==> config.mk <==
export PLATFORM = sky130hd
export DESIGN_NAME = sipe_top
export DESIGN_NICKNAME = d
export VERILOG_FILES = /design/src/verilog/sipe_axil.v /design/src/verilog/sipe_pulse.v /design/src/verilog/sipe_top.v
export VERILOG_INCLUDE_DIRS = /design/src /design/src/verilog
export SDC_FILE = /design/constraint.sdc
export NUM_CORES = 1
export LEC_CHECK = 0
export ABC_CLOCK_PERIOD_IN_PS = 2530
export BUFFER_PORTS_ARGS = -buffer_cell sky130_fd_sc_hd__buf_4
export CAP_MARGIN = 5
export CORE_MARGIN = 3
export CORE_UTILIZATION = 50
export CTS_CLUSTER_SIZE = 8
export DETAILED_ROUTE_END_ITERATION = 12
export HOLD_SLACK_MARGIN = 0.08
export PLACE_DENSITY = 0.73
export SYNTH_ARGS = -nofsm -noshare
export SYNTH_HDL_FRONTEND = slang
export SYNTH_HIERARCHICAL = 1
export SYNTH_SLANG_ARGS = --single-unit
==> constraint.sdc <==
create_clock -name aclk -period 2.53 [get_ports aclk]
set_input_delay 0.1265 -clock aclk [delete_from_list [all_inputs] [get_ports aclk]]
set_output_delay 0.1265 -clock aclk [all_outputs]
set_load 0.01 [all_outputs]
==> src/verilog/sipe_consts.vh <==
// sipe_consts.vh: constants of the safety input pulse evaluation block
// assumes a 50 MHz clock; included by bare name, definitions only
`ifndef SIPE_CONSTS_VH
`define SIPE_CONSTS_VH

// register byte addresses
`define SIPE_ADDR_MODE      8'h00
`define SIPE_ADDR_VALENCE   8'h04
`define SIPE_ADDR_STATUS    8'h08
`define SIPE_ADDR_VALID     8'h0C
`define SIPE_ADDR_CONFIG    8'h10
`define SIPE_ADDR_SUPPLY    8'h14

// mode field per port: bit 0 dual channel, bit 1 with clock
`define SIPE_MODE_DUAL_BIT  0
`define SIPE_MODE_CLK_BIT   1
// config: bit 0 safe setting, bit 1 sixteen input variant
`define SIPE_CFG_SAFE_BIT   0
`define SIPE_CFG_N16_BIT    1

// reset values
`define SIPE_MODE_RST       16'h0000
`define SIPE_VAL_RST        8'h00
`define SIPE_CFG_RST        2'h1

// timing, clock rate in kHz, times in microseconds
`define SIPE_CLK_KHZ        50000
`define SIPE_T_LEN_US       500
`define SIPE_T_NEXT_US      32000
`define SIPE_T_DIAG8_US     108000
`define SIPE_T_DIAG16_US    204000
`define SIPE_LEN_CYC        ((`SIPE_T_LEN_US * `SIPE_CLK_KHZ) / 1000)
`define SIPE_NEXT_CYC       ((`SIPE_T_NEXT_US * `SIPE_CLK_KHZ) / 1000)
// settle time before checking the input follows the pulse
`define SIPE_SETTLE_CYC     32'd100

`endif

==> src/verilog/sipe_axil.v <==
// sipe_axil.v: axi4-lite slave front end, one write and one read at a time
// assumes a single clock domain; register file lives in the top module
`timescale 1ns/1ps
module sipe_axil (
   // clock and reset
   input  wire        aclk,
   input  wire        aresetn,
   // axi4-lite
   input  wire [7:0]  awaddr,
   input  wire        awvalid,
   output reg         awready,
   input  wire [31:0] wdata,
   input  wire [3:0]  wstrb,
   input  wire        wvalid,
   output reg         wready,
   output reg  [1:0]  bresp,
   output reg         bvalid,
   input  wire        bready,
   input  wire [7:0]  araddr,
   input  wire        arvalid,
   output reg         arready,
   output reg  [31:0] rdata,
   output reg  [1:0]  rresp,
   output reg         rvalid,
   input  wire        rready,
   // register side
   output reg         wr_en,
   output reg  [7:0]  wr_addr,
   output reg  [31:0] wr_data,
   output reg  [3:0]  wr_strb,
   input  wire        wr_ok,
   output wire [7:0]  rd_addr,
   input  wire [31:0] rd_data,
   input  wire        rd_ok
);
   reg        aw_have_q;
   reg        w_have_q;
   reg [7:0]  ar_addr_q;
   reg        ar_have_q;

   assign rd_addr = ar_addr_q;

   always @(posedge aclk) begin
      if (!aresetn) begin
         awready   <= 1'b0;
         wready    <= 1'b0;
         bvalid    <= 1'b0;
         bresp     <= 2'b00;
         aw_have_q <= 1'b0;
         w_have_q  <= 1'b0;
         wr_en     <= 1'b0;
         wr_addr   <= 8'h00;
         wr_data   <= 32'h0000_0000;
         wr_strb   <= 4'h0;
      end else begin
         wr_en   <= 1'b0;
         awready <= !aw_have_q && !awready && !bvalid && awvalid;
         wready  <= !w_have_q && !wready && !bvalid && wvalid;
         if (awvalid && awready) begin
            aw_have_q <= 1'b1;
            wr_addr   <= awaddr;
         end
         if (wvalid && wready) begin
            w_have_q <= 1'b1;
            wr_data  <= wdata;
            wr_strb  <= wstrb;
         end
         if (aw_have_q && w_have_q && !bvalid && !wr_en) begin
            wr_en <= 1'b1;
         end
         if (wr_en) begin
            bvalid    <= 1'b1;
            bresp     <= wr_ok ? 2'b00 : 2'b10;
            aw_have_q <= 1'b0;
            w_have_q  <= 1'b0;
         end else if (bvalid && bready) begin
            bvalid <= 1'b0;
         end
      end
   end

   always @(posedge aclk) begin
      if (!aresetn) begin
         arready   <= 1'b0;
         ar_have_q <= 1'b0;
         ar_addr_q <= 8'h00;
         rvalid    <= 1'b0;
         rdata     <= 32'h0000_0000;
         rresp     <= 2'b00;
      end else begin
         arready <= !ar_have_q && !arready && !rvalid && arvalid;
         if (arvalid && arready) begin
            ar_have_q <= 1'b1;
            ar_addr_q <= araddr;
         end
         if (ar_have_q && !rvalid) begin
            rvalid    <= 1'b1;
            rdata     <= rd_ok ? rd_data : 32'h0000_0000;
            rresp     <= rd_ok ? 2'b00 : 2'b10;
            ar_have_q <= 1'b0;
         end else if (rvalid && rready) begin
            rvalid <= 1'b0;
         end
      end
   end
endmodule // sipe_axil

==> src/verilog/sipe_pulse.v <==
// sipe_pulse.v: test pulse sequencer stepping through the inputs in turn
// assumes one clock at 50 MHz; slot count 8 or 16 chosen by n16
`timescale 1ns/1ps
`include "sipe_consts.vh"
module sipe_pulse (
   // clock and reset
   input  wire        aclk,
   input  wire        aresetn,
   // control
   input  wire        n16,
   // pulse state
   output reg  [3:0]  slot_q,
   output reg         pulse_q,
   output reg         check_q
);
   localparam [31:0] LEN  = `SIPE_LEN_CYC;
   localparam [31:0] NEXT = `SIPE_NEXT_CYC;
   reg [31:0] cnt_q;

   // pulse timing
   always @(posedge aclk) begin
      if (!aresetn) begin
         cnt_q   <= 32'h0000_0000;
         slot_q  <= 4'h0;
         pulse_q <= 1'b0;
         check_q <= 1'b0;
      end else begin
         check_q <= 1'b0;
         if (cnt_q == NEXT - 32'd1) begin
            cnt_q   <= 32'h0000_0000;
            pulse_q <= 1'b1;
            if (n16 ? (slot_q == 4'hF) : (slot_q[2:0] == 3'h7))
               slot_q <= 4'h0;
            else
               slot_q <= slot_q + 4'h1;
         end else begin
            cnt_q <= cnt_q + 32'd1;
            if (cnt_q == LEN - 32'd1)
               pulse_q <= 1'b0;
            if (cnt_q == LEN - 32'd2)
               check_q <= 1'b1;
         end
      end
   end
endmodule // sipe_pulse

==> src/verilog/sipe_top.v <==
// sipe_top.v: safety digital input evaluation with axi4-lite registers
// assumes synchronous sensor inputs; 8 ports, channels a and b each
//
// Summary of operation
// each port picks single or dual channel analysis, with or without clock, and config must be safe.
// with clock modes switch both port supplies off cyclically, otherwise they stay on.
// single channel modes give two independent bits and ignore valence.
// valence is not evaluated for a single channel port.
// dual channel modes give one bit in the a position mirrored into b.
// antivalence is valid only while a and b differ.
// equivalence is valid only while a and b match.
// test pulses last 0.5 ms and step through the inputs 32 ms apart.
// with clock diagnostic interval is 108 ms for 8 inputs, 204 ms for 16; the code pulses each port every 256 ms with either n16 setting.
// the controller needs a response time at least the diagnostic interval.
// without clock the controller tests the inputs by switching them off.
// external test interval for dual equivalence without clock is at most 24 h.
// no cross fault detection is claimed without clock.
// a validity bit per channel accompanies each status bit.
// failed checks or missing pulse clear validity and force the input off.
//
// Design decisions made here: register access over AXI4-Lite and the placing of the registers.
`timescale 1ns/1ps
`include "sipe_consts.vh"
module sipe_top (
   // clock and reset
   input  wire        aclk,
   input  wire        aresetn,
   // axi4-lite
   input  wire [7:0]  awaddr,
   input  wire        awvalid,
   output wire        awready,
   input  wire [31:0] wdata,
   input  wire [3:0]  wstrb,
   input  wire        wvalid,
   output wire        wready,
   output wire [1:0]  bresp,
   output wire        bvalid,
   input  wire        bready,
   input  wire [7:0]  araddr,
   input  wire        arvalid,
   output wire        arready,
   output wire [31:0] rdata,
   output wire [1:0]  rresp,
   output wire        rvalid,
   input  wire        rready,
   // sensor side
   input  wire [7:0]  in_a,
   input  wire [7:0]  in_b,
   output reg  [7:0]  supply_a_on,
   output reg  [7:0]  supply_b_on,
   // status toward the controller
   output reg  [15:0] in_status,
   output reg  [15:0] in_valid
);
   reg  [15:0] mode_q;
   reg  [7:0]  valence_q;
   reg  [1:0]  cfg_q;
   reg  [7:0]  pulse_fail_q;
   wire        wr_en;
   wire [7:0]  wr_addr;
   wire [31:0] wr_data;
   wire [3:0]  wr_strb;
   reg         wr_ok;
   wire [7:0]  rd_addr;
   reg  [31:0] rd_data;
   reg         rd_ok;
   wire [3:0]  slot;
   wire        pulse;
   wire        check;
   reg  [15:0] st_d;
   reg  [15:0] vl_d;
   reg  [7:0]  sup_d;
   wire        mode_we;
   wire        val_we;
   wire        cfg_we;
   integer     i;
   integer     j;
   integer     k;

   function mode_dual;
      input [15:0] m;
      input [2:0]  p;
      begin
         mode_dual = m[{p, 1'b0} + `SIPE_MODE_DUAL_BIT];
      end
   endfunction

   function mode_clk;
      input [15:0] m;
      input [2:0]  p;
      begin
         mode_clk = m[{p, 1'b0} + `SIPE_MODE_CLK_BIT];
      end
   endfunction

   function addr_mapped;
      input [7:0] a;
      begin
         case (a)
            `SIPE_ADDR_MODE,
            `SIPE_ADDR_VALENCE,
            `SIPE_ADDR_STATUS,
            `SIPE_ADDR_VALID,
            `SIPE_ADDR_CONFIG,
            `SIPE_ADDR_SUPPLY: addr_mapped = 1'b1;
            default:           addr_mapped = 1'b0;
         endcase
      end
   endfunction

   function slot_hit;
      input [3:0] s;
      input [2:0] p;
      begin
         slot_hit = (s[2:0] == p);
      end
   endfunction

   sipe_axil u_axil (
      .aclk    (aclk),
      .aresetn (aresetn),
      .awaddr  (awaddr),
      .awvalid (awvalid),
      .awready (awready),
      .wdata   (wdata),
      .wstrb   (wstrb),
      .wvalid  (wvalid),
      .wready  (wready),
      .bresp   (bresp),
      .bvalid  (bvalid),
      .bready  (bready),
      .araddr  (araddr),
      .arvalid (arvalid),
      .arready (arready),
      .rdata   (rdata),
      .rresp   (rresp),
      .rvalid  (rvalid),
      .rready  (rready),
      .wr_en   (wr_en),
      .wr_addr (wr_addr),
      .wr_data (wr_data),
      .wr_strb (wr_strb),
      .wr_ok   (wr_ok),
      .rd_addr (rd_addr),
      .rd_data (rd_data),
      .rd_ok   (rd_ok)
   );

   sipe_pulse u_pulse (
      .aclk    (aclk),
      .aresetn (aresetn),
      .n16     (cfg_q[`SIPE_CFG_N16_BIT]),
      .slot_q  (slot),
      .pulse_q (pulse),
      .check_q (check)
   );

   // address decode for both directions
   always @* begin
      wr_ok = addr_mapped(wr_addr);
      rd_ok = addr_mapped(rd_addr);
   end

   // write enables per register
   assign mode_we = wr_en && (wr_addr == `SIPE_ADDR_MODE);
   assign val_we  = wr_en && (wr_addr == `SIPE_ADDR_VALENCE);
   assign cfg_we  = wr_en && (wr_addr == `SIPE_ADDR_CONFIG);

   // mode register
   always @(posedge aclk) begin
      if (!aresetn) begin
         mode_q <= `SIPE_MODE_RST;
      end else if (mode_we) begin
         if (wr_strb[0])
            mode_q[7:0] <= wr_data[7:0];
         if (wr_strb[1])
            mode_q[15:8] <= wr_data[15:8];
      end
   end

   // valence register
   always @(posedge aclk) begin
      if (!aresetn) begin
         valence_q <= `SIPE_VAL_RST;
      end else if (val_we && wr_strb[0]) begin
         valence_q <= wr_data[7:0];
      end
   end

   // safe setting
   always @(posedge aclk) begin
      if (!aresetn) begin
         cfg_q <= `SIPE_CFG_RST;
      end else if (cfg_we && wr_strb[0]) begin
         cfg_q <= wr_data[1:0];
      end
   end

   // read mux
   always @* begin
      rd_data = 32'h0000_0000;
      case (rd_addr)
         `SIPE_ADDR_MODE:    rd_data = {16'h0000, mode_q};
         `SIPE_ADDR_VALENCE: rd_data = {24'h00_0000, valence_q};
         `SIPE_ADDR_STATUS:  rd_data = {16'h0000, in_status};
         `SIPE_ADDR_VALID:   rd_data = {16'h0000, in_valid};
         `SIPE_ADDR_CONFIG:  rd_data = {30'h0000_0000, cfg_q};
         `SIPE_ADDR_SUPPLY:  rd_data = {16'h0000, supply_b_on, supply_a_on};
         default:            rd_data = 32'h0000_0000;
      endcase
   end

   // evaluation per port
   always @* begin
      st_d  = 16'h0000;
      vl_d  = 16'h0000;
      for (i = 0; i < 8; i = i + 1) begin
         if (!mode_dual(mode_q, i[2:0])) begin
            // independent bits
            st_d[2*i]   = in_a[i];
            st_d[2*i+1] = in_b[i];
            vl_d[2*i]   = 1'b1;
            vl_d[2*i+1] = 1'b1;
         end else begin
            // valence check
            vl_d[2*i] = valence_q[i] ? (in_a[i] ^ in_b[i])
                                     : ~(in_a[i] ^ in_b[i]);
            // mirrored bit
            st_d[2*i]   = vl_d[2*i] & in_a[i];
            st_d[2*i+1] = st_d[2*i];
            vl_d[2*i+1] = vl_d[2*i];
         end
         // fault forces off
         if (pulse_fail_q[i] || !cfg_q[`SIPE_CFG_SAFE_BIT]) begin
            vl_d[2*i]   = 1'b0;
            vl_d[2*i+1] = 1'b0;
            st_d[2*i]   = 1'b0;
            st_d[2*i+1] = 1'b0;
         end
      end
   end

   // supply switch off
   always @* begin
      sup_d = 8'hFF;
      for (k = 0; k < 8; k = k + 1) begin
         if (mode_clk(mode_q, k[2:0]) && pulse && slot_hit(slot, k[2:0]))
            sup_d[k] = 1'b0;
      end
   end

   // pulse observation
   // fault latched at each check
   always @(posedge aclk) begin
      if (!aresetn) begin
         pulse_fail_q <= 8'h00;
      end else begin
         for (j = 0; j < 8; j = j + 1) begin
            // no check without clock
            if (!mode_clk(mode_q, j[2:0]))
               pulse_fail_q[j] <= 1'b0;
            else if (check && slot_hit(slot, j[2:0]))
               pulse_fail_q[j] <= in_a[j] | in_b[j];
         end
      end
   end

   // registered status
   always @(posedge aclk) begin
      if (!aresetn) begin
         in_status <= 16'h0000;
         in_valid  <= 16'h0000;
      end else begin
         in_status <= st_d;
         in_valid  <= vl_d;
      end
   end

   // registered supplies
   always @(posedge aclk) begin
      if (!aresetn) begin
         supply_a_on <= 8'hFF;
         supply_b_on <= 8'hFF;
      end else begin
         supply_a_on <= sup_d;
         supply_b_on <= sup_d;
      end
   end
endmodule // sipe_top
==> metrics.log, run 1 <==
INFO  metric status = complete, no violations
INFO  metric tns = 0 ps
INFO  metric post-route-util = 0.651
INFO  metric timing.rr.end = u_axil/rdata[5]
INFO  metric die-height = 137 um
INFO  metric wire_per_inst = around 16 um
INFO  metric syn_area_per_cell = 9.12 um2
INFO  metric yosysWarnings = 6
INFO  metric first_pass_iters = 5
INFO  metric sequential_standard_cell_area = between 3000 and 4000 um2
INFO  metric areaGrowthSynthToFinish = 26.5%
INFO  metric clk_latency = 430 ps
INFO  metric tritoncts_num_sinks = 181
INFO  metric worst-endpoint-arrival = 2360 ps
INFO  metric post_detailed_placement_half_perimeter_wirelength = approximately 15 mm
INFO  metric core-area = roughly 17000 um2
INFO  metric finalHoldViolCount = 0
INFO  metric grt_use_total = 0.236
INFO  metric reg2regPathDepth = 6
INFO  metric core.rowCount = 47
INFO  metric worst_r2r_startpoint = u_axil/rd_addr[3]
INFO  metric min_delay_worst_endpoint = u_pulse/pulse_q
INFO  metric via_per_inst = 5.44
INFO  metric hp-class = in2reg
INFO  metric port_buffers = 143
INFO  metric critPathMaxStageDelay = roughly 800 ps
INFO  metric combPwrFrac = 0.084
INFO  metric grt_max_degree = 58
INFO  metric crit_fanout = 18
INFO  metric final_layout_size_suffix_gt1_frac = 0.220
INFO  metric totalWireLength = 21.9 mm
INFO  metric vias = 7404
INFO  metric drt_iter0_markers = about 580
INFO  metric p_int = 4.70 mW
INFO  metric floorplan.die_area = 18800 um2
INFO  metric cts_made_buffers = 17
INFO  metric timing.hold.ws = 114 ps
INFO  metric number_of_antenna_violations_at_the_first_check_in_global_routing = 0
INFO  metric finish.net_count = around 1200
INFO  metric max_cap_violations = 0
INFO  metric worstSetupPathType = reg2reg
INFO  metric switching_share = 0.236
INFO  metric start_util = 0.515
INFO  metric worst_hold_startpoint = aresetn
INFO  metric antenna_left = 0
INFO  metric cts_root_buf = sky130_fd_sc_hd__clkbuf_16
INFO  metric crit_chain = buf_4, mux2_2, a32oi_1, o32ai_1, nand3_1, a21boi_2
INFO  metric achievable-frequency = about 490 MHz
INFO  metric worst_hold_path.num_cells = 2
INFO  metric power.leakage = 4.28 nW
INFO  metric total_switching_power = about 1.5 mW
INFO  metric report.final.setup_viol = 0
INFO  metric multi_input_comb_area = 4430 um2
INFO  metric power.sequential.fraction = 0.481
INFO  metric worst-endpoint-required = 2840 ps
INFO  metric rsz0062_at_grt = false
INFO  metric cts.htree.levels = 4
INFO  metric skew = between 8 and 9 ps
INFO  metric cellPowerDensity = 566 nW/um2
INFO  metric cts_tree = yes
INFO  metric cp_slowest_cell = sky130_fd_sc_hd__dfxtp_1
INFO  metric post-route-period-util = 0.810
INFO  metric cp-end-kind = flop
INFO  metric die-width = ~140 um
INFO  metric vdd_ir_drop_max = between 0.0004 and 0.0005 V
INFO  metric overflow = 0
INFO  metric grt_first_pass_wirelength = around 35 mm
INFO  metric worst_setup_path_start_kind = flop
INFO  metric worst_setup_hold_path_clk_slew = around 70 ps
INFO  metric drt_drc_violations_left = 0
INFO  metric reg2reg_setup_slack = roughly 480 ps
INFO  metric filler_cell_count = 1409
INFO  metric final_period_minus_worst_setup_slack = just over 2000 ps
INFO  metric worst_pin_slew = around 850 ps
INFO  metric gpl.final_weighted_congestion = 0.902
INFO  metric via_count_of_the_first_global_routing_pass = 6897
INFO  metric final-max-slew-violation-count = 0
INFO  metric relSlewSlack = 0.428
INFO  metric share_clk_of_total_power = 0.435
INFO  metric postCtsResizedCells = 0
INFO  metric post_synth_design_cell_area = between 8000 and 9000 um2
INFO  metric final_cells = 1360
INFO  metric ioPinCount = around 160
INFO  metric cts.path.max_buffers = 2
INFO  metric synthesis.instances = 943
INFO  metric number_of_instances_in_the_placed_design = between 1000 and 1500
==> how the worst max path moves through the flow <==
| stage | endpoint | startpoint | slack, ps | cells after the start |
|---|---|---|---|---|
| 3_5_place_dp | u_axil/rdata[5] | u_axil/rd_addr[3] | 520 | 6 |
| 3_3_place_gp | u_axil/rdata[5] | u_axil/rd_addr[3] | 540 | 6 |
| 2_1_floorplan | u_axil/rdata[2] | u_axil/rd_addr[5] | 550 | 8 |
| 6_report | u_axil/rdata[5] | u_axil/rd_addr[3] | 480 | 6 |
| 5_1_grt | u_axil/rdata[5] | u_axil/rd_addr[3] | 380 | 6 |
| 4_1_cts | u_axil/rdata[5] | u_axil/rd_addr[3] | 510 | 6 |
==> placed cells by master (no fill, tap or decap), drive strengths merged, types with 22 or more instances in the layout <==
cell	n
nand4	22
a21oi	30
buf	160
a21boi	67
nand3	77
inv	26
dfxtp	181
nand2	161
mux2i	43
dlygate4sd3	66
==> registers in the layout, summed over array words and instances (netlist names), 4 cells and up <==
register,flops
u_axil/wr_addr,8
mode_dual.m,16
supply_b_on,8
u_axil/rd_addr,8
u_axil/wr_data,16
in_valid,8
in_status,16
u_pulse/cnt_q,32
pulse_fail_q,8
u_axil/rdata,32
u_pulse/slot_q,4
valence_q,8
==> repair_timing <==
item,CTS,global route
endpoints found under the hold margin,55,0
hold buffers,66,0
endpoints found under the setup margin,0,0
buffers inserted,0,0
==> stage by stage <==
step           area, um2  total power, mW  setup WS [ps]
3_5_place_dp        9610             3.46            519
2_1_floorplan       8660             3.29            547
5_1_grt            10900             6.36            378
4_1_cts            10900             6.19            506
3_3_place_gp        9610             3.45            544
6_report           10900             6.15            481
==> area by class of cell <==
class	count	area share
Antenna cell	1	0.000230
Timing Repair Buffer	226	0.171
Clock inverter	12	0.0132
Sequential cell	181	0.333
Multi-Input combinational cell	678	0.407
Inverter	22	0.00759
Tap cell	220	0.0253
Clock buffer	20	0.0420
==> power by group through the flow <==
| stage | logic [mW] | clock network [mW] | registers (mW) |
|---|---|---|---|
| global placement | 0.429 | 0 | 3.02 |
| finish | 0.516 | 2.68 | 2.96 |
| floorplan | 0.277 | 0 | 3.01 |
| global route | 0.568 | 2.82 | 2.97 |
| CTS | 0.512 | 2.72 | 2.96 |
| detailed placement | 0.434 | 0 | 3.02 |
==> layer usage <==
metal,vias up,part of all wire,routed length (um),global-route usage
met5,-,0,0,0
met4,0,0.019,425,0.0759
met3,37,0.076,1670,0.0463
met2,265,0.44,9600,0.351
met1,3411,0.47,10200,0.344
li1,3691,-,-,-
==> worst max-delay path, delay by kind of cell (launching register included) <==
family	cells	cell delay [ps]
DFF	1	820
AOI/OAI and AO/OA	3	340
buffers and inverters	1	300
muxes	1	340
and+or+nand+nor	1	130
Power figures use the tool's default switching activity.
==> inputs of run 2 (changes only) <==
--- a/config.mk
+++ b/config.mk
@@ -6,7 +6,8 @@
 export SDC_FILE = /design/constraint.sdc
 export NUM_CORES = 1
 export LEC_CHECK = 0
-export ABC_CLOCK_PERIOD_IN_PS = 2530
+export ABC_AREA = 1
+export ABC_CLOCK_PERIOD_IN_PS = 2000
 export BUFFER_PORTS_ARGS = -buffer_cell sky130_fd_sc_hd__buf_4
 export CAP_MARGIN = 5
 export CORE_MARGIN = 3
@@ -14,7 +15,7 @@
 export CTS_CLUSTER_SIZE = 8
 export DETAILED_ROUTE_END_ITERATION = 12
 export HOLD_SLACK_MARGIN = 0.08
-export PLACE_DENSITY = 0.73
+export PLACE_DENSITY = 0.72
 export SYNTH_ARGS = -nofsm -noshare
 export SYNTH_HDL_FRONTEND = slang
 export SYNTH_HIERARCHICAL = 1
==> constraint.sdc (replaced) <==
create_clock -name aclk -period 2 [get_ports aclk]
set_input_delay 0.1 -clock aclk [delete_from_list [all_inputs] [get_ports aclk]]
set_output_delay 0.1 -clock aclk [all_outputs]
set_load 0.01 [all_outputs]
==> run 2 against run 1 <==
- synthesized area increased by 7.0%
- synthesized cell count up 47%
- cell count up 35%
- clock-buffer cell count is 4 higher
- flip-flop and latch count did not move
- register-to-register slack got worse by 140 ps
- clock skew rose by 4.9 ps
- hold slack improved by 270 ps
- combinational power increased by 96%
- critical path depth decreased by 3
- maximum frequency is 23% higher
- routed wire length is 10% higher
- critical endpoint is now u_axil/wr_addr[0]
==> metrics.log, run 2 <==
INFO  metric grt_max_degree = 66 (+14%)
INFO  metric rsz0062_at_grt = false
INFO  metric syn_area_per_cell = 6.66 um2 (-27%)
INFO  metric instance_area_at_placement = 10300 um2 (+6.7%)
INFO  metric cp-end-kind = flop
INFO  metric final_common_cell = sky130_fd_sc_hd__nand2_1
INFO  metric port_buffers = 143 (unchanged)
INFO  metric timing.rr.end = u_axil/wr_addr[0]
INFO  metric start_util = 0.521 (+0.00643)
INFO  metric worst_hold_path.num_cells = 3 (+1)
INFO  metric vias = 8989 (+21%)
INFO  metric core-area = 17700 um2 (+5.7%)
INFO  metric worst_hold_startpoint = rready
INFO  metric power.leakage = 5.46 nW (+28%)
INFO  metric floorplan.die_area = 20100 um2 (+6.7%)
INFO  metric post-route-period-util = 0.830 (+0.0200)
INFO  metric die-height = 142 um (+3.3%)
INFO  metric multi_input_comb_area = 4420 um2 (-0.25%)
INFO  metric cts_made_buffers = 17 (unchanged)
INFO  metric status = complete, no violations
INFO  metric relSlewSlack = 0.659 (+0.231)
INFO  metric reg2reg_setup_slack = 340 ps (-140 ps)
INFO  metric final_period_minus_worst_setup_slack = 1660 ps (-389 ps)
INFO  metric core.rowCount = 48 (+2.1%)
INFO  metric report.final.setup_viol = 0 (unchanged)
INFO  metric grt_first_pass_wirelength = 39.5 mm (+11%)
INFO  metric sequential_standard_cell_area = 3620 um2 (unchanged)
INFO  metric finish.net_count = 1685 (+39%)
INFO  metric die-width = 142 um (+3.3%)
INFO  metric worst-endpoint-arrival = 1990 ps (-370 ps)
INFO  metric critical_path_cell_count = 3 (-3)
INFO  metric gpl.final_weighted_congestion = 0.939 (+4.1%)
INFO  metric worst-endpoint-required = 2330 ps (-510 ps)
INFO  metric max_cap_violations = 0 (unchanged)
INFO  metric synthesis.instances = 1382 (+47%)
INFO  metric finalHoldViolCount = 0 (unchanged)
INFO  metric achievable-frequency = 602 MHz (+23%)
INFO  metric drt_drc_violations_left = 0 (unchanged)
INFO  metric fin_area = 11800 um2 (+8.9%)
INFO  metric filler_cell_count = 1534 (+8.9%)
INFO  metric worst_setup_hold_path_clk_slew = 70 ps (about the same)
INFO  metric via_count_of_the_first_global_routing_pass = 8249 (+20%)
INFO  metric crit_fanout = 11 (-7)
INFO  metric cts.htree.levels = 4 (unchanged)
INFO  metric ioPinCount = 164 (unchanged)
INFO  metric post_synth_design_cell_area = 9200 um2 (+7.0%)
INFO  metric cts_root_buf = sky130_fd_sc_hd__clkbuf_16
INFO  metric cts.path.max_buffers = 2 (unchanged)
INFO  metric report.power.total = 8.37 mW (+36%)
INFO  metric worst_setup_path_start_kind = flop
INFO  metric skew = 13.4 ps (+4.89 ps)
INFO  metric regs_by_ff_count = u_axil/rdata (32), u_pulse/cnt_q (32)
INFO  metric min_delay_worst_endpoint = u_axil/rvalid
INFO  metric first_pass_iters = 5 (unchanged)
INFO  metric grt_use_total = 0.240 (+0.00384)
INFO  metric areaGrowthSynthToFinish = 28.8%
INFO  metric crit_chain = nand3_1, dlygate4sd3_1, a21oi_1
INFO  metric final-max-slew-violation-count = 0 (unchanged)
INFO  metric tritoncts_num_sinks = 181 (unchanged)
INFO  metric critical_path.top_delay_family = buffers and inverters
INFO  metric reg2regPathDepth = 3 (-3)
INFO  metric post_detailed_placement_half_perimeter_wirelength = 16.4 mm (+7.0%)
INFO  metric buffers_inverters_on_critical_path = 1 (unchanged)
INFO  metric cp_slowest_cell = sky130_fd_sc_hd__dlygate4sd3_1
INFO  metric drt_iter0_markers = 578 (+0.35%)
INFO  metric vdd_ir_drop_max = 0.000619 V (+37%)
INFO  metric worst_r2r_startpoint = u_axil/awready
INFO  metric antenna_left = 0 (unchanged)
INFO  metric via_per_inst = 4.89 (-10%)
INFO  metric worstSetupPathType = reg2reg
INFO  metric totalWireLength = 24.1 mm (+10%)
INFO  metric tns = 0 ps (unchanged)
INFO  metric cts_tree = yes
INFO  metric hp-class = in2reg
INFO  metric post-cts-setup-buffers = 0 (unchanged)
INFO  metric critPathMaxStageDelay = 590 ps (-230 ps)
INFO  metric wire_per_inst = 13.1 um (-19%)
INFO  metric clk_latency = 440 ps (about the same)
INFO  metric final_layout_size_suffix_gt1_frac = 0.150 (-0.0707)
INFO  metric layout_common_cells = sky130_fd_sc_hd__nand2_1 (366), sky130_fd_sc_hd__nor2_1 (232), sky130_fd_sc_hd__dfxtp_1 (181)
INFO  metric worst_pin_slew = 511 ps (-343 ps)
INFO  metric overflow = 0 (unchanged)
INFO  metric cellPowerDensity = 706 nW/um2 (+25%)
INFO  metric yosysWarnings = 6 (unchanged)
INFO  metric number_of_antenna_violations_at_the_first_check_in_global_routing = 0 (unchanged)
-- run 2: changes by cell type in the layout (fill, tap and decap cells not counted), sizes merged, moves of 14 or more --
cell	change
nor4	-15
mux2i	-43
or4	-16
a21oi	+58
nand3	+55
a21boi	-67
nor2b	-19
nand2	+213
inv	+159
and2	-14
nor2	+224
dlygate4sd3	+30
-- run 2: final cells by class --
type,instances,area share
repair buffers,255,0.185
multi-input cells,956,0.373
clock inverters,8,0.0124
clock buffers,24,0.0407
inverters,186,0.0589
well taps,225,0.0238
flip-flops and latches,181,0.306
diodes,2,0.000422
-- run 2: timing repair --
| action | CTS | global route |
|---|---|---|
| resized for setup | 0 | 0 |
| endpoints found under the hold margin | 72 | 0 |
| hold buffers | 96 | 0 |
| endpoints found under the setup margin | 0 | 0 |
-- run 2: tightest hold or removal path, delay by kind of cell --
family | cells | cell delay (ps)
buf+inv | 2 | 620
compound gates | 1 | 50
-- run 2: worst max path at each step --
stage                     slack (ps)           endpoint              start
final                            340  u_axil/wr_addr[0]     u_axil/awready
after CTS                        400    u_axil/rdata[5]  u_axil/rd_addr[2]
after global placement           470    u_axil/rdata[6]  u_axil/rd_addr[7]
after global routing             150    u_axil/rdata[7]  u_axil/rd_addr[1]
after detailed placement         450    u_axil/rdata[6]  u_axil/rd_addr[0]
after floorplan                  470   u_axil/rdata[12]  u_axil/rd_addr[0]
-- run 2: metrics by stage --
stage	std cells	setup slack [ps]	hold slack, ps	utilization
after floorplan	1398	467	191	-
after global placement	1707	467	276	0.581
after detailed placement	1707	451	284	0.581
after CTS	1835	404	372	0.671
after global routing	1835	149	404	0.671
final	1837	340	385	0.671
-- run 2: per-layer routing --
metal / wire [um] / global-route usage / vias up / share of wire
met1: 10700 / 0.313 / 3992 / 0.45
met5: 0 / 0 / - / 0
li1: - / - / 4679 / -
met2: 11400 / 0.402 / 274 / 0.47
met4: 575 / 0.0869 / 0 / 0.024
met3: 1360 / 0.0398 / 44 / 0.057
-- run 2: power breakdown --
part / switching [mW] / internal, mW / total, mW
registers: 0.0745 / 3.71 / 3.78
clock network: 1.39 / 2.19 / 3.58
logic: 0.545 / 0.460 / 1.01
